[config.mk]
export PLATFORM = sky130hd
export DESIGN_NAME = flash_bank_two_ctrl
export DESIGN_NICKNAME = d
export VERILOG_FILES = /design/src/hw/flash_bank_two_pkg.sv /design/src/hw/flash_op_if.sv /design/src/hw/flash_op_engine.sv /design/src/hw/flash_bank_two_ctrl.sv
export SDC_FILE = /design/constraint.sdc
export NUM_CORES = 1
export LEC_CHECK = 0
export BUFFER_PORTS_ARGS = -buffer_cell sky130_fd_sc_hd__buf_4
export CAP_MARGIN = 30
export CORE_MARGIN = 2
export CORE_UTILIZATION = 50
export CTS_CLUSTER_SIZE = 8
export DETAILED_ROUTE_END_ITERATION = 6
export GPL_TIMING_DRIVEN = 0
export PLACE_DENSITY = 0.83
export SYNTH_ARGS = -nofsm -noshare
export SYNTH_HDL_FRONTEND = slang
export SYNTH_SLANG_ARGS = --single-unit
[constraint.sdc]
create_clock -name clk -period 3.7 [get_ports clk]
set_clock_uncertainty 0.05 [all_clocks]
set_input_delay 0.37 -clock clk [delete_from_list [all_inputs] [get_ports clk]]
set_output_delay 0.37 -clock clk [all_outputs]
set_load 0.02 [all_outputs]
[src/hw/flash_bank_two_pkg.sv]
// constants and types shared by the second-bank flash controller
package flash_bank_two_pkg;

  // register byte offsets
  localparam logic [11:0] UNLOCK_KEY_OFF  = 12'h044;
  localparam logic [11:0] STATUS_OFF      = 12'h04c;
  localparam logic [11:0] CONTROL_OFF     = 12'h050;
  localparam logic [11:0] TARGET_ADDR_OFF = 12'h054;
  localparam logic [11:0] FETCH_WAIT_OFF  = 12'h058;
  localparam logic [11:0] PRODUCT_ID_OFF  = 12'h100;

  // status field positions
  localparam int STAT_BUSY_BIT = 0;
  localparam int STAT_PROGRAM_ERROR_FLAG_BIT = 2;
  localparam int STAT_PROT_BIT = 4;
  localparam int STAT_DONE_BIT = 5;

  // control field positions
  localparam int CTL_PROGRAM_BIT = 0;
  localparam int CTL_PAGE_ERASE_BIT = 1;
  localparam int CTL_MASS_ERASE_BIT = 2;
  localparam int CTL_START_BIT = 6;
  localparam int CTL_LOCK_BIT = 7;
  localparam int CTL_ERR_IE_BIT = 10;
  localparam int CTL_DONE_IE_BIT = 12;

  // fetch wait / bit program field positions
  localparam int WS_FETCH_WAIT_BIT = 0;
  localparam int WS_BIT_PROG_BIT = 1;

  // reset values
  localparam logic [31:0] STATUS_RST = 32'h0000_0000;
  localparam logic [31:0] CONTROL_RST = 32'h0000_0080;
  localparam logic [31:0] TARGET_ADDR_RST = 32'h0000_0000;
  localparam logic [31:0] FETCH_WAIT_RST = 32'h0000_0000;

  // unlock key words, in order
  localparam logic [31:0] UNLOCK_KEY_FIRST = 32'h4567_0123;
  localparam logic [31:0] UNLOCK_KEY_SECOND = 32'hcdef_89ab;

  // content of an erased half-word
  localparam logic [15:0] ERASED_VALUE = 16'hffff;

  // product identifier, value arbitrary
  localparam logic [31:0] PRODUCT_ID_VALUE = 32'h0a5c_0001;

  // operation kinds handed to the array
  typedef enum logic [1:0] {
    OP_PROGRAM    = 2'h0,
    OP_PAGE_ERASE = 2'h1,
    OP_MASS_ERASE = 2'h2
  } op_kind_t;

  // operation engine states
  typedef enum logic [1:0] {
    ENG_IDLE = 2'b01,
    ENG_RUN  = 2'b10
  } eng_state_t;

endpackage : flash_bank_two_pkg

[src/hw/flash_op_if.sv]
// request and result signals between the register file and the operation engine
interface flash_op_if;
  logic                         req;
  flash_bank_two_pkg::op_kind_t kind;
  logic [31:0]                  addr;
  logic [15:0]                  data;
  logic                         bit_prog;
  logic                         busy;
  logic                         finish;
  logic                         ok;
  logic                         prot_err;
  logic                         prog_err;

  modport ctrl (output req, kind, addr, data, bit_prog,
                input busy, finish, ok, prot_err, prog_err);
  modport engine (input req, kind, addr, data, bit_prog,
                  output busy, finish, ok, prot_err, prog_err);
endinterface : flash_op_if

[src/hw/flash_op_engine.sv]
// sequences one erase or program operation against the flash array
module flash_op_engine (
  input  wire logic                         clk,
  input  wire logic                         rst,
  flash_op_if.engine                        op,
  input  wire logic                         page_protected,
  input  wire logic [15:0]                  array_cur_data,
  input  wire logic                         array_done,
  output logic                              array_start,
  output flash_bank_two_pkg::op_kind_t      array_kind,
  output logic [31:0]                       array_addr,
  output logic [15:0]                       array_wdata
);

  flash_bank_two_pkg::eng_state_t state_r;
  logic not_erased;
  logic reject;

  assign not_erased = op.kind == flash_bank_two_pkg::OP_PROGRAM && !op.bit_prog
                      && array_cur_data != flash_bank_two_pkg::ERASED_VALUE; // RQ3 RQ15
  assign reject = page_protected || not_erased;

  assign op.busy = state_r == flash_bank_two_pkg::ENG_RUN; // RQ4

  //////////////////////////////////////////////////////////////////////////////
  always_ff @(posedge clk) begin
    if (rst) begin
      state_r <= flash_bank_two_pkg::ENG_IDLE;
    end else begin
      unique case (state_r)
        flash_bank_two_pkg::ENG_IDLE: begin
          if (op.req && !reject) begin
            state_r <= flash_bank_two_pkg::ENG_RUN;
          end
        end
        flash_bank_two_pkg::ENG_RUN: begin
          if (array_done) begin
            state_r <= flash_bank_two_pkg::ENG_IDLE;
          end
        end
        default: state_r <= flash_bank_two_pkg::ENG_IDLE;
      endcase
    end
  end

  // one-cycle results, errors end the request without going busy
  always_ff @(posedge clk) begin
    if (rst) begin
      op.finish <= 1'b0;
      op.ok <= 1'b0;
      op.prot_err <= 1'b0;
      op.prog_err <= 1'b0;
    end else begin
      op.finish <= (op.req && reject && state_r == flash_bank_two_pkg::ENG_IDLE) ||
                   (array_done && state_r == flash_bank_two_pkg::ENG_RUN);
      op.ok <= array_done && state_r == flash_bank_two_pkg::ENG_RUN;
      op.prot_err <= op.req && page_protected && state_r == flash_bank_two_pkg::ENG_IDLE; // RQ2
      op.prog_err <= op.req && !page_protected && not_erased &&
                     state_r == flash_bank_two_pkg::ENG_IDLE; // RQ3
    end
  end

  always_ff @(posedge clk) begin
    if (rst) begin
      array_start <= 1'b0;
      array_kind <= flash_bank_two_pkg::OP_PROGRAM;
      array_addr <= 32'h0000_0000;
      array_wdata <= 16'h0000;
    end else begin
      array_start <= op.req && !reject && state_r == flash_bank_two_pkg::ENG_IDLE;
      if (op.req && state_r == flash_bank_two_pkg::ENG_IDLE) begin
        array_kind <= op.kind;
        array_addr <= op.addr;
        array_wdata <= op.data;
      end
    end
  end

endmodule : flash_op_engine

[src/hw/flash_bank_two_ctrl.sv]
// register file and command launch for the second flash bank
//
// Design decision made here: the address-and-strobe port.

//////////////////////////////////////////////////////////////////////////////
// Notes on behaviour
// RQ1 - done flag, status bit 5, set on successful finish; write one clears
// RQ2 - protection error flag, status bit 4, set on protected target; write one clears
// RQ3 - program error flag, status bit 2, set when target not erased; write one clears
// RQ4 - busy, status bit 0, high during operation, low at end or error
// RQ5 - control bit 12 enables the done interrupt
// RQ6 - control bit 10 enables the error interrupt
// RQ7 - lock bit 7 resets to one, cleared by key sequence, software may set
// RQ8 - software writes both key words before changing fetch wait enable
// RQ9 - start bit 6 launches erase; hardware clears it when busy drops
// RQ10 - control bit 2 selects mass erase of the whole bank
// RQ11 - control bit 1 selects erase of the page at target address
// RQ12 - control bit 0 turns bank writes into program commands
// RQ13 - software returns control register to reset value after completion
// RQ14 - target address register holds the erase and program address
// RQ15 - bit program enable one skips the erased check
// RQ16 - fetch wait enable one adds a wait state to instruction fetch
// RQ17 - product identifier register is a read-only constant
// RQ18 - software uses full word accesses only
// RQ19 - unlock key register at 0x44 is write only
// RQ20 - while locked, command and interrupt enable writes are ignored
// RQ21 - interrupt high while an enabled flag is set
module flash_bank_two_ctrl (
  input  wire logic                         clk,
  input  wire logic                         rst,
  input  wire logic [11:0]                  reg_addr,
  input  wire logic [31:0]                  reg_wdata,
  input  wire logic                         reg_wr,
  input  wire logic                         reg_rd,
  output logic [31:0]                       reg_rdata,
  input  wire logic                         bank_wr,
  input  wire logic [15:0]                  bank_wdata,
  input  wire logic                         page_protected,
  input  wire logic [15:0]                  array_cur_data,
  input  wire logic                         array_done,
  output logic                              array_start,
  output flash_bank_two_pkg::op_kind_t      array_kind,
  output logic [31:0]                       array_addr,
  output logic [15:0]                       array_wdata,
  output logic                              fetch_wait_state,
  output logic                              irq
);

  //////////////////////////////////////////////////////////////////////////////
  // decode helper

  function automatic logic hit(input logic [11:0] a, input logic [11:0] off);
    hit = a == off;
  endfunction : hit

  //////////////////////////////////////////////////////////////////////////////
  // declarations

  flash_op_if op ();

  logic        wr_key;
  logic        wr_status;
  logic        wr_control;
  logic        wr_target;
  logic        wr_fetch;

  logic        control_lock_r;
  logic        key_first_seen_r;
  logic        done_irq_enable_r;
  logic        error_irq_enable_r;
  logic        start_r;
  logic        mass_erase_cmd_r;
  logic        page_erase_cmd_r;
  logic        program_cmd_r;
  logic [31:0] bank2_target_address_r;
  logic        fetch_wait_enable_r;
  logic        bit_program_enable_r;

  logic [2:0]  flag_r;
  logic [2:0]  flag_set;
  logic [2:0]  flag_clr;

  logic        erase_launch;
  logic        program_launch;
  logic        start_nxt;

  logic [31:0] status_view;
  logic [31:0] control_view;
  logic [31:0] fetch_view;
  logic [31:0] rdata_nxt;

  //////////////////////////////////////////////////////////////////////////////
  // write decode

  assign wr_key     = reg_wr && hit(reg_addr, flash_bank_two_pkg::UNLOCK_KEY_OFF);
  assign wr_status  = reg_wr && hit(reg_addr, flash_bank_two_pkg::STATUS_OFF);
  assign wr_control = reg_wr && hit(reg_addr, flash_bank_two_pkg::CONTROL_OFF);
  assign wr_target  = reg_wr && hit(reg_addr, flash_bank_two_pkg::TARGET_ADDR_OFF);
  assign wr_fetch   = reg_wr && hit(reg_addr, flash_bank_two_pkg::FETCH_WAIT_OFF);

  //////////////////////////////////////////////////////////////////////////////
  // lock and key sequence

  // a wrong word or any other order restarts the sequence
  always_ff @(posedge clk) begin
    if (rst) begin
      key_first_seen_r <= 1'b0;
    end else if (wr_key) begin
      key_first_seen_r <= reg_wdata == flash_bank_two_pkg::UNLOCK_KEY_FIRST;
    end
  end

  always_ff @(posedge clk) begin
    if (rst) begin
      control_lock_r <= flash_bank_two_pkg::CONTROL_RST[flash_bank_two_pkg::CTL_LOCK_BIT]; // RQ7
    end else if (wr_control && reg_wdata[flash_bank_two_pkg::CTL_LOCK_BIT]) begin
      control_lock_r <= 1'b1; // RQ7
    end else if (wr_key && key_first_seen_r &&
                 reg_wdata == flash_bank_two_pkg::UNLOCK_KEY_SECOND) begin
      control_lock_r <= 1'b0; // RQ7
    end
  end

  //////////////////////////////////////////////////////////////////////////////
  // control register

  always_ff @(posedge clk) begin
    if (rst) begin
      done_irq_enable_r  <= flash_bank_two_pkg::CONTROL_RST[flash_bank_two_pkg::CTL_DONE_IE_BIT];
      error_irq_enable_r <= flash_bank_two_pkg::CONTROL_RST[flash_bank_two_pkg::CTL_ERR_IE_BIT];
    end else if (wr_control && !control_lock_r) begin // RQ20
      done_irq_enable_r  <= reg_wdata[flash_bank_two_pkg::CTL_DONE_IE_BIT]; // RQ5
      error_irq_enable_r <= reg_wdata[flash_bank_two_pkg::CTL_ERR_IE_BIT]; // RQ6
    end
  end

  // command selects are frozen while the start bit is set
  always_ff @(posedge clk) begin
    if (rst) begin
      mass_erase_cmd_r <= flash_bank_two_pkg::CONTROL_RST[flash_bank_two_pkg::CTL_MASS_ERASE_BIT];
      page_erase_cmd_r <= flash_bank_two_pkg::CONTROL_RST[flash_bank_two_pkg::CTL_PAGE_ERASE_BIT];
      program_cmd_r    <= flash_bank_two_pkg::CONTROL_RST[flash_bank_two_pkg::CTL_PROGRAM_BIT];
    end else if (wr_control && !control_lock_r && !start_r) begin // RQ20
      mass_erase_cmd_r <= reg_wdata[flash_bank_two_pkg::CTL_MASS_ERASE_BIT]; // RQ10
      page_erase_cmd_r <= reg_wdata[flash_bank_two_pkg::CTL_PAGE_ERASE_BIT]; // RQ11
      program_cmd_r    <= reg_wdata[flash_bank_two_pkg::CTL_PROGRAM_BIT]; // RQ12
    end
  end

  // start rises only on a write of one while unlocked and idle
  assign erase_launch = wr_control && !control_lock_r && !start_r && !op.busy &&
                        reg_wdata[flash_bank_two_pkg::CTL_START_BIT] &&
                        (reg_wdata[flash_bank_two_pkg::CTL_MASS_ERASE_BIT] ||
                         reg_wdata[flash_bank_two_pkg::CTL_PAGE_ERASE_BIT]); // RQ9

  always_comb begin
    start_nxt = start_r;
    if (erase_launch) begin
      start_nxt = 1'b1;
    end else if (op.finish) begin
      start_nxt = 1'b0; // RQ9
    end
  end

  always_ff @(posedge clk) begin
    if (rst) begin
      start_r <= flash_bank_two_pkg::CONTROL_RST[flash_bank_two_pkg::CTL_START_BIT];
    end else begin
      start_r <= start_nxt;
    end
  end

  //////////////////////////////////////////////////////////////////////////////
  // target address and fetch wait register

  always_ff @(posedge clk) begin
    if (rst) begin
      bank2_target_address_r <= flash_bank_two_pkg::TARGET_ADDR_RST;
    end else if (wr_target && !op.busy) begin
      bank2_target_address_r <= reg_wdata; // RQ14
    end
  end

  always_ff @(posedge clk) begin
    if (rst) begin
      bit_program_enable_r <= flash_bank_two_pkg::FETCH_WAIT_RST[flash_bank_two_pkg::WS_BIT_PROG_BIT];
    end else if (wr_fetch) begin
      bit_program_enable_r <= reg_wdata[flash_bank_two_pkg::WS_BIT_PROG_BIT]; // RQ15
    end
  end

  // the wait enable only moves once the key sequence has unlocked the bank
  always_ff @(posedge clk) begin
    if (rst) begin
      fetch_wait_enable_r <= flash_bank_two_pkg::FETCH_WAIT_RST[flash_bank_two_pkg::WS_FETCH_WAIT_BIT];
    end else if (wr_fetch && !control_lock_r) begin // RQ8
      fetch_wait_enable_r <= reg_wdata[flash_bank_two_pkg::WS_FETCH_WAIT_BIT];
    end
  end

  assign fetch_wait_state = fetch_wait_enable_r; // RQ16

  //////////////////////////////////////////////////////////////////////////////
  // operation requests

  // a bank write is a program command only with the program select set
  assign program_launch = bank_wr && program_cmd_r && !op.busy && !start_r; // RQ12

  always_comb begin
    op.req = erase_launch || program_launch;
    op.kind = flash_bank_two_pkg::OP_PROGRAM;
    if (erase_launch) begin
      if (reg_wdata[flash_bank_two_pkg::CTL_MASS_ERASE_BIT]) begin
        op.kind = flash_bank_two_pkg::OP_MASS_ERASE; // RQ10
      end else begin
        op.kind = flash_bank_two_pkg::OP_PAGE_ERASE; // RQ11
      end
    end
    op.addr = bank2_target_address_r; // RQ14
    op.data = bank_wdata;
    op.bit_prog = bit_program_enable_r; // RQ15
  end

  flash_op_engine engine_u (
    .clk            (clk),
    .rst            (rst),
    .op             (op),
    .page_protected (page_protected),
    .array_cur_data (array_cur_data),
    .array_done     (array_done),
    .array_start    (array_start),
    .array_kind     (array_kind),
    .array_addr     (array_addr),
    .array_wdata    (array_wdata)
  );

  //////////////////////////////////////////////////////////////////////////////
  // sticky status flags: index 0 program error, 1 protection, 2 done

  assign flag_set = {op.ok, op.prot_err, op.prog_err}; // RQ1 RQ2 RQ3
  assign flag_clr = {3{wr_status}} &
                    {reg_wdata[flash_bank_two_pkg::STAT_DONE_BIT],
                     reg_wdata[flash_bank_two_pkg::STAT_PROT_BIT],
                     reg_wdata[flash_bank_two_pkg::STAT_PROGRAM_ERROR_FLAG_BIT]};

  for (genvar i = 0; i < 3; i++) begin : g_flag
    // a set in the clearing cycle wins
    always_ff @(posedge clk) begin
      if (rst) begin
        flag_r[i] <= 1'b0;
      end else if (flag_set[i]) begin
        flag_r[i] <= 1'b1; // RQ1 RQ2 RQ3
      end else if (flag_clr[i]) begin
        flag_r[i] <= 1'b0;
      end
    end
  end

  //////////////////////////////////////////////////////////////////////////////
  // interrupt

  always_ff @(posedge clk) begin
    if (rst) begin
      irq <= 1'b0;
    end else begin
      irq <= (flag_r[2] && done_irq_enable_r) ||
             ((flag_r[1] || flag_r[0]) && error_irq_enable_r); // RQ5 RQ6 RQ21
    end
  end

  //////////////////////////////////////////////////////////////////////////////
  // read path

  always_comb begin
    status_view = flash_bank_two_pkg::STATUS_RST;
    status_view[flash_bank_two_pkg::STAT_BUSY_BIT] = op.busy; // RQ4
    status_view[flash_bank_two_pkg::STAT_PROGRAM_ERROR_FLAG_BIT] = flag_r[0];
    status_view[flash_bank_two_pkg::STAT_PROT_BIT] = flag_r[1];
    status_view[flash_bank_two_pkg::STAT_DONE_BIT] = flag_r[2];
  end

  always_comb begin
    control_view = 32'h0000_0000;
    control_view[flash_bank_two_pkg::CTL_PROGRAM_BIT] = program_cmd_r;
    control_view[flash_bank_two_pkg::CTL_PAGE_ERASE_BIT] = page_erase_cmd_r;
    control_view[flash_bank_two_pkg::CTL_MASS_ERASE_BIT] = mass_erase_cmd_r;
    control_view[flash_bank_two_pkg::CTL_START_BIT] = start_r;
    control_view[flash_bank_two_pkg::CTL_LOCK_BIT] = control_lock_r;
    control_view[flash_bank_two_pkg::CTL_ERR_IE_BIT] = error_irq_enable_r;
    control_view[flash_bank_two_pkg::CTL_DONE_IE_BIT] = done_irq_enable_r;
  end

  always_comb begin
    fetch_view = 32'h0000_0000;
    fetch_view[flash_bank_two_pkg::WS_FETCH_WAIT_BIT] = fetch_wait_enable_r;
    fetch_view[flash_bank_two_pkg::WS_BIT_PROG_BIT] = bit_program_enable_r;
  end

  // key register reads as zero, unmapped addresses read as zero
  always_comb begin
    rdata_nxt = 32'h0000_0000;
    if (hit(reg_addr, flash_bank_two_pkg::STATUS_OFF)) begin
      rdata_nxt = status_view;
    end else if (hit(reg_addr, flash_bank_two_pkg::CONTROL_OFF)) begin
      rdata_nxt = control_view;
    end else if (hit(reg_addr, flash_bank_two_pkg::TARGET_ADDR_OFF)) begin
      rdata_nxt = bank2_target_address_r;
    end else if (hit(reg_addr, flash_bank_two_pkg::FETCH_WAIT_OFF)) begin
      rdata_nxt = fetch_view;
    end else if (hit(reg_addr, flash_bank_two_pkg::PRODUCT_ID_OFF)) begin
      rdata_nxt = flash_bank_two_pkg::PRODUCT_ID_VALUE; // RQ17
    end
  end

  always_ff @(posedge clk) begin
    if (rst) begin
      reg_rdata <= 32'h0000_0000;
    end else if (reg_rd) begin
      reg_rdata <= rdata_nxt;
    end else begin
      reg_rdata <= 32'h0000_0000;
    end
  end

endmodule : flash_bank_two_ctrl

==> results_dict.tcl, run 1 <==
set metrics [dict create \
    outcome "complete, no violations" \
    layout_common_cells "166 x buf_4, 162 x nand2_1, 135 x dfxtp_1, 72 x a21oi_1, 23 x clkbuf_1" \
    numCtsBuffers 17 \
    netlist_area_um2 5110 \
    via_per_inst 5.38 \
    ant_nets 0 \
    yosys.area.top_type "dfxtp_1" \
    period_minus_slack_ns 2.20 \
    postCtsHoldBufs 1 \
    syn_nets 666 \
    postCtsResizedCells 0 \
    yosys_warnings 0 \
    yosysSeqAreaShare_pct 52.9 \
    gr-usage-all-layers_pct 27.0 \
    post_cts.repair.setup_buffers 0 \
    netlist_instances 583 \
    end_kind "flip-flop" \
    fillers 759 \
    clkLatencyLatePin_ns 0.52 \
    async_flop_share_pct 0 \
    finalHoldViolCount 0 \
    clk_pin_slew_ns 0.06 \
    ioPinCount 168 \
    use_met1_pct 33.0 \
    coreArea_um2 9860 \
    die_w_um 105 \
    relSlewSlack_pct 45.4 \
    ys_types 47 \
    wl_mm 14.9 \
    drt-wirelength-per-cell_um 16.3 \
    hold_start "array_done" \
    start_util_pct 51.8 \
    grt_pass1_vias 4662 \
    rsz0062_at_grt "no" \
    num-nets-final 852 \
    period_share_pct 59.3 \
    layout_commonest_cell "buf_4" \
    critPathLaunchType "flip-flop" \
    avgSynthCellArea_um2 8.76 \
    area_delta_synth_final_pct 39.2 \
    drive_above_1_share_pct 33.2 \
    tns_ns 0 \
    root_buffer "clkbuf_8" \
    antenna_cells 0 \
    crit_arrival_ns 2.53 \
    drc 0 \
    overflow 0 \
    cts-htree-levels 4 \
    clkPwrFrac_pct 51.0 \
    clock_path_buffers 2 \
    setup_violations 0 \
    hold_path_class "input port to flip-flop" \
    power.internal_mw 2.57 \
    grt_max_degree 17 \
    cp_max_fo 10 \
    hpwl_mm 11.0 \
    antenna_found_initial 0 \
    post_dp_cell_area_um2 6520 \
    fmax_ghz 0.455 \
    synth-edff-count 0 \
    gp_congestion 0.882 \
    cp-startpoint "start_r" \
    vias 4915 \
    gr-usage-met2_pct 45.1 \
    row_count 36 \
    power_frac_comb_pct 4.1 \
    synth_top_cell_area_share_pct 52.9 \
    p_leak_nw 2.85 \
    grt_pass1_wl_mm 23.0 \
    swShare_pct 20.6 \
    worst_slew_pin_slew_ns 0.813 \
    top_usage_layer "met2" \
    stdcell_area_um2 7110 \
    multi_input_area_um2 2200 \
    synth.area.top_cells "dfxtp_1 53%, nand2_1 12%, a21oi_1 7.1%" \
    worst-setup-path-type "flip-flop to flip-flop" \
    dieArea_um2 11000 \
    die_h_um 105 \
    cp.required_ns 4.03 \
    ir_drop_uv 254 \
    pwr-share-seq_pct 44.8 \
    register_area_um2 2700 \
    pre_cts_slack_ns 1.08 \
    drv_slew 0 \
    drt-initial-drc-count 305 \
    portBuffers 166 \
    p_sw_mw 0.669 \
    synthFlopType "dfxtp_1" \
    power_density_nw_per_um2 456 \
    drv_cap 0 \
    setup_slack_ns 1.50 \
    cts_tree "built" \
    dr.pass1.iters 5 \
    r2r-start "start_r" \
    met3_usage_pct 6.92 \
    clkSinkCount 135 \
    synth-seq-cells 135 \
]
## flip-flops by register name, indices dropped and copies added, names as in the netlist, 2 cells and up
signal and flops:
bank2_target_address_r 32, engine_u.array_addr 32, reg_rdata 32, engine_u.array_wdata 16, flag_r 3, engine_u.array_kind 2
engine_u.state_r 2
## cell families (layout without fill, tap and decap cells)
| group | count (synthesis) | in the layout | synth area share, % |
|---|---|---|---|
| multiplexers | 5 | 5 | 0.980 |
| AO/OA/AOI/OAI | 110 | 110 | 13.3 |
| buffers and inverters | 37 | 235 | 4.09 |
| AND/OR/NAND/NOR | 296 | 296 | 28.7 |
| flip-flops | 135 | 135 | 52.9 |
## critical path, cell delays in order (launching register included)
cell and delay [ns]:
dfxtp_1 0.36, or4bb_1 0.58, nor4_4 0.32, a21boi_2 0.19
buf_2 0.27, buf_6 0.18, nand2_1 0.06, a21oi_1 0.06
## through the flow
stage               power [mW]  std cells  hold slack (ns)  utilization [%]
floorplan                 1.52        583            0.363                -
detailed placement        1.62        882            0.381             66.1
CTS                       3.25        914           0.0196             72.1
global route              3.32        914           0.0362             72.1
global placement          1.62        882            0.371             66.1
finish                    3.24        914           0.0372             72.1
## worst paths after layout
kind | end | slack (ns) | cells past startpoint
worst min-delay path | engine_u.state_r[0] | 0.04 | 3
worst min register to register | engine_u.array_addr[9] | 0.40 | 2
worst max-delay path | engine_u.array_addr[31] | 1.50 | 7
worst max register to register | engine_u.array_addr[31] | 1.50 | 7
## final cells by class
type	instances	area share (%)
multi-input combinational	411	30.9
tap	133	2.34
clock inverter	9	1.76
buffer	35	2.83
inverter	2	0.106
sequential	135	38.0
clock buffer	22	6.37
timing repair buffer	167	17.7
## per-layer routing
| metal | wire length (µm) | vias up |
|---|---|---|
| met1 | 5970 | 2295 |
| met3 | 1150 | 40 |
| li1 | - | 2340 |
| met2 | 7370 | 240 |
| met4 | 431 | 0 |
| met5 | 0 | - |
## power groups by stage
stage	Sequential [mW]	Combinational [mW]	Clock [mW]
after global routing	1.45	0.142	1.73
final	1.45	0.134	1.65
after global placement	1.49	0.130	0
after floorplan	1.49	0.0333	0
after detailed placement	1.49	0.132	0
after CTS	1.45	0.133	1.66
## Yosys cell counts (2+ instances only)
master,instances
nand3_1,15
and2_1,18
buf_2,8
a21oi_1,72
dfxtp_1,135
nand2_1,162
nand2b_1,4
clkbuf_1,20
nand4_1,7
nand2_2,20
nand3b_1,3
nor3_1,6
buf_6,5
or4bb_1,2
nor2_1,20
a22oi_1,7
a21oi_2,21
inv_1,2
nand4b_1,4
nor4b_2,2
or4_1,3
and3_1,6
nor2b_1,8
nor4_2,2
buf_8,2
nor4_1,4
mux2i_1,5
No activity file was read; power rests on OpenSTA's default activity.
==> inputs of run 2 (changes only) <==
--- a/config.mk
+++ b/config.mk
@@ -5,6 +5,7 @@
 export SDC_FILE = /design/constraint.sdc
 export NUM_CORES = 1
 export LEC_CHECK = 0
+export ABC_AREA = 1
 export BUFFER_PORTS_ARGS = -buffer_cell sky130_fd_sc_hd__buf_4
 export CAP_MARGIN = 30
 export CORE_MARGIN = 2
@@ -12,7 +13,7 @@
 export CTS_CLUSTER_SIZE = 8
 export DETAILED_ROUTE_END_ITERATION = 6
 export GPL_TIMING_DRIVEN = 0
-export PLACE_DENSITY = 0.83
+export PLACE_DENSITY = 0.82
 export SYNTH_ARGS = -nofsm -noshare
 export SYNTH_HDL_FRONTEND = slang
 export SYNTH_SLANG_ARGS = --single-unit
==> constraint.sdc (replaced) <==
create_clock -name clk -period 2.15 [get_ports clk]
set_clock_uncertainty 0.05 [all_clocks]
set_input_delay 0.215 -clock clk [delete_from_list [all_inputs] [get_ports clk]]
set_output_delay 0.215 -clock clk [all_outputs]
set_load 0.02 [all_outputs]
==> run 2 against run 1 <==
Utilization rose by 4.5 points. Sequential power rose by 72%. Final cell count rose by 20%. Final area rose by 12%. Synthesized cell count rose by 21%. Critical path depth did not move. Worst hold slack improved by 0.0090 ns. Total power rose by 84%. First-iteration DRC count rose by 14%. Sequential share of layout area fell by 4.1 points.
==> results_dict.tcl, run 2 <==
set metrics [dict create \
    ir_drop_uv 577 \
    ff2ff_path_depth 7 \
    r2r_end "bank2_target_address_r[23]" \
    syn_nets 790 \
    drive_above_1_share_pct 26.6 \
    yosys_warnings 0 \
    post_cts.repair.setup_buffers 0 \
    yosysSeqAreaShare_pct 50.1 \
    netlist_area_um2 5390 \
    synth_commonest_cells "141 x nor2_1, 135 x dfxtp_1, 89 x nand2_1" \
    area_delta_synth_final_pct 48.0 \
    cts_tree "built" \
    synthFlopType "dfxtp_1" \
    layout_common_cells "169 x buf_4, 140 x nor2_1, 135 x dfxtp_1, 89 x nand2_1, 81 x inv_1" \
    worstPathCellList "dlygate4sd3_1 -> buf_4 -> inv_1 -> clkbuf_1 -> buf_1 -> o21ai_0 -> a21oi_1" \
    ys_types 35 \
    setup_slack_ns 0.112 \
    swShare_pct 21.9 \
    synth-seq-cells 135 \
    tns_ns 0 \
    drt-wirelength-per-cell_um 15.1 \
    worst-setup-path-type "input port to flip-flop" \
    async_flop_share_pct 0 \
    layout_commonest_cell "buf_4" \
    synth.area.mux_share_pct 0 \
    coreArea_um2 10400 \
    top_regs "bank2_target_address_r x32, engine_u.array_addr x32, reg_rdata x32" \
    dieArea_um2 11600 \
    wl_mm 16.5 \
    antenna_cells 0 \
    root_buffer "clkbuf_8" \
    ioPinCount 168 \
    gp_congestion 0.929 \
    synth-edff-count 0 \
    ff2ff_setup_slack_ns 0.13 \
    power_frac_comb_pct 6.1 \
    row_count 37 \
    cp.required_ns 2.55 \
    setup_violations 0 \
    period_minus_slack_ns 2.04 \
    r2r-start "engine_u.state_r[1]" \
    power.internal_mw 4.66 \
    synth.area.top_cells "dfxtp_1 50%, nor2_1 9.8%, nand2_1 6.2%" \
    relSlewSlack_pct 51.3 \
    synth_top_cell_area_share_pct 50.1 \
    drt-initial-drc-count 348 \
    start_util_pct 51.7 \
    grt_pass1_vias 5452 \
    p_leak_nw 3.46 \
    yosysMostFrequentCell "nor2_1" \
    period_share_pct 94.8 \
    avgSynthCellArea_um2 7.62 \
    cp-startpoint "rst" \
    ant_nets 0 \
    synth_top_family_by_area "simple AND/OR/NAND/NOR gates" \
    finalHoldViolCount 0 \
    synth-xor-area-share_pct 0 \
    p_sw_mw 1.31 \
    cp_max_fo 10 \
    antenna_found_initial 0 \
    die_w_um 108 \
    num-nets-final 1028 \
    yosys.area.top_type "dfxtp_1" \
    cts-htree-levels 4 \
    power_density_nw_per_um2 748 \
    grt_pass1_wl_mm 25.7 \
    gr-usage-all-layers_pct 28.5 \
    clkLatencyLatePin_ns 0.53 \
    synthAdderAreaFrac_pct 0 \
    clkSinkCount 135 \
    drv_slew 0 \
    drv_cap 0 \
    via_per_inst 5.13 \
    crit_arrival_ns 2.44 \
    drc 0 \
    fmax_ghz 0.491 \
    hpwl_mm 11.2 \
    dr.pass1.iters 5 \
    critPathLaunchType "input port" \
    grt_max_degree 17 \
    critPathSlowestCell "clkbuf_1" \
    die_h_um 108 \
    rsz0062_at_grt "no" \
    clkPwrFrac_pct 52.0 \
    numCtsBuffers 17 \
    clock_path_buffers 2 \
    hold_path_class "input port to flip-flop" \
    outcome "complete, no violations" \
    synth-compound-area-share_pct 10.1 \
    synth-simple-area-share_pct 30.5 \
    vias 5611 \
    portBuffers 167 \
    clk_pin_slew_ns 0.06 \
    crit_end "bank2_target_address_r[23]" \
    critPathMaxStageDelay_ns 0.56 \
    overflow 0 \
    worst_slew_pin_slew_ns 0.730 \
    pwr-share-seq_pct 41.9 \
    end_kind "flip-flop" \
    netlist_instances 707 \
    pre_cts_slack_ns 0.0800 \
]
[run 2: changes by cell type in the layout (fill, tap and decap cells not counted), moves of 18 or more]
cell / before / now
nor2_1: 20 / 140
o21ai_0: 1 / 46
a21oi_2: 21 / 0
and2_1: 18 / 0
nand3_1: 15 / 52
dlygate4sd3_1: 1 / 52
inv_1: 2 / 81
nand2_1: 162 / 89
[run 2: timing repair]
| action | 4_1_cts | 5_1_grt |
|---|---|---|
| endpoints found under the setup margin | 0 | 23 |
| hold endpoints to repair | 68 | 0 |
| hold buffers | 52 | 0 |
| gates resized for setup | 0 | 2 |
[run 2: critical path: cells and delay by family]
family,cells,cell delay (ns)
AOI/OAI and AO/OA,2,0.46
buffers and inverters,5,1.76
[run 2: stage by stage]
step	utilization [%]	hold slack, ns	cell area, µm²	cells	power, mW
after floorplan	-	0.291	5390	707	2.66
after global placement	65.4	0.367	6810	1010	2.83
after detailed placement	65.4	0.390	6810	1010	2.83
after CTS	76.5	0.0391	7970	1094	5.95
after global routing	76.6	0.0311	7980	1094	6.11
final	76.6	0.0462	7980	1094	5.96
[run 2: logic make-up (layout without fill, tap and decap cells)]
| kind of cell | Yosys count | in the layout |
|---|---|---|
| AOI/OAI and AO/OA | 107 | 107 |
| buffers and inverters | 117 | 368 |
| DFF | 135 | 135 |
| and+or+nand+nor | 348 | 348 |
[run 2: worst min path at each step]
stage,start,endpoint,slack [ns],cells after the start
global route,reg_wdata[14],bank2_target_address_r[14],0.03,3
CTS,reg_wdata[14],bank2_target_address_r[14],0.04,3
global placement,engine_u.op.ok,flag_r[2],0.37,2
detailed placement,engine_u.op.prot_err,flag_r[1],0.39,2
floorplan,reg_wdata[7],control_lock_r,0.29,2
finish,reg_wdata[14],bank2_target_address_r[14],0.05,3
[run 2: power by group through the flow]
stage | logic (mW) | registers (mW) | clock network (mW)
3_3_place_gp | 0.269 | 2.56 | 0
5_1_grt | 0.391 | 2.50 | 3.22
2_1_floorplan | 0.104 | 2.56 | 0
4_1_cts | 0.351 | 2.50 | 3.09
3_5_place_dp | 0.273 | 2.56 | 0
6_report | 0.364 | 2.50 | 3.10
[run 2: area by class of cell]
cell class	instances	area, µm²
flip-flops and latches	135	2700
fillers	735	2440
multi-input cells	455	2200
repair buffers	219	1770
clock buffers	19	442
inverters	83	312
clock inverters	13	193
plain buffers	34	186
well taps	136	170
[run 2: per-layer routing]
metal / vias up / track usage [%] / part of all wire (%)
met1: 2566 / 33.8 / 39
met2: 275 / 50.9 / 50
li1: 2735 / - / -
met4: 0 / 7.78 / 1.7
met3: 35 / 7.20 / 9.0
met5: - / 0 / 0
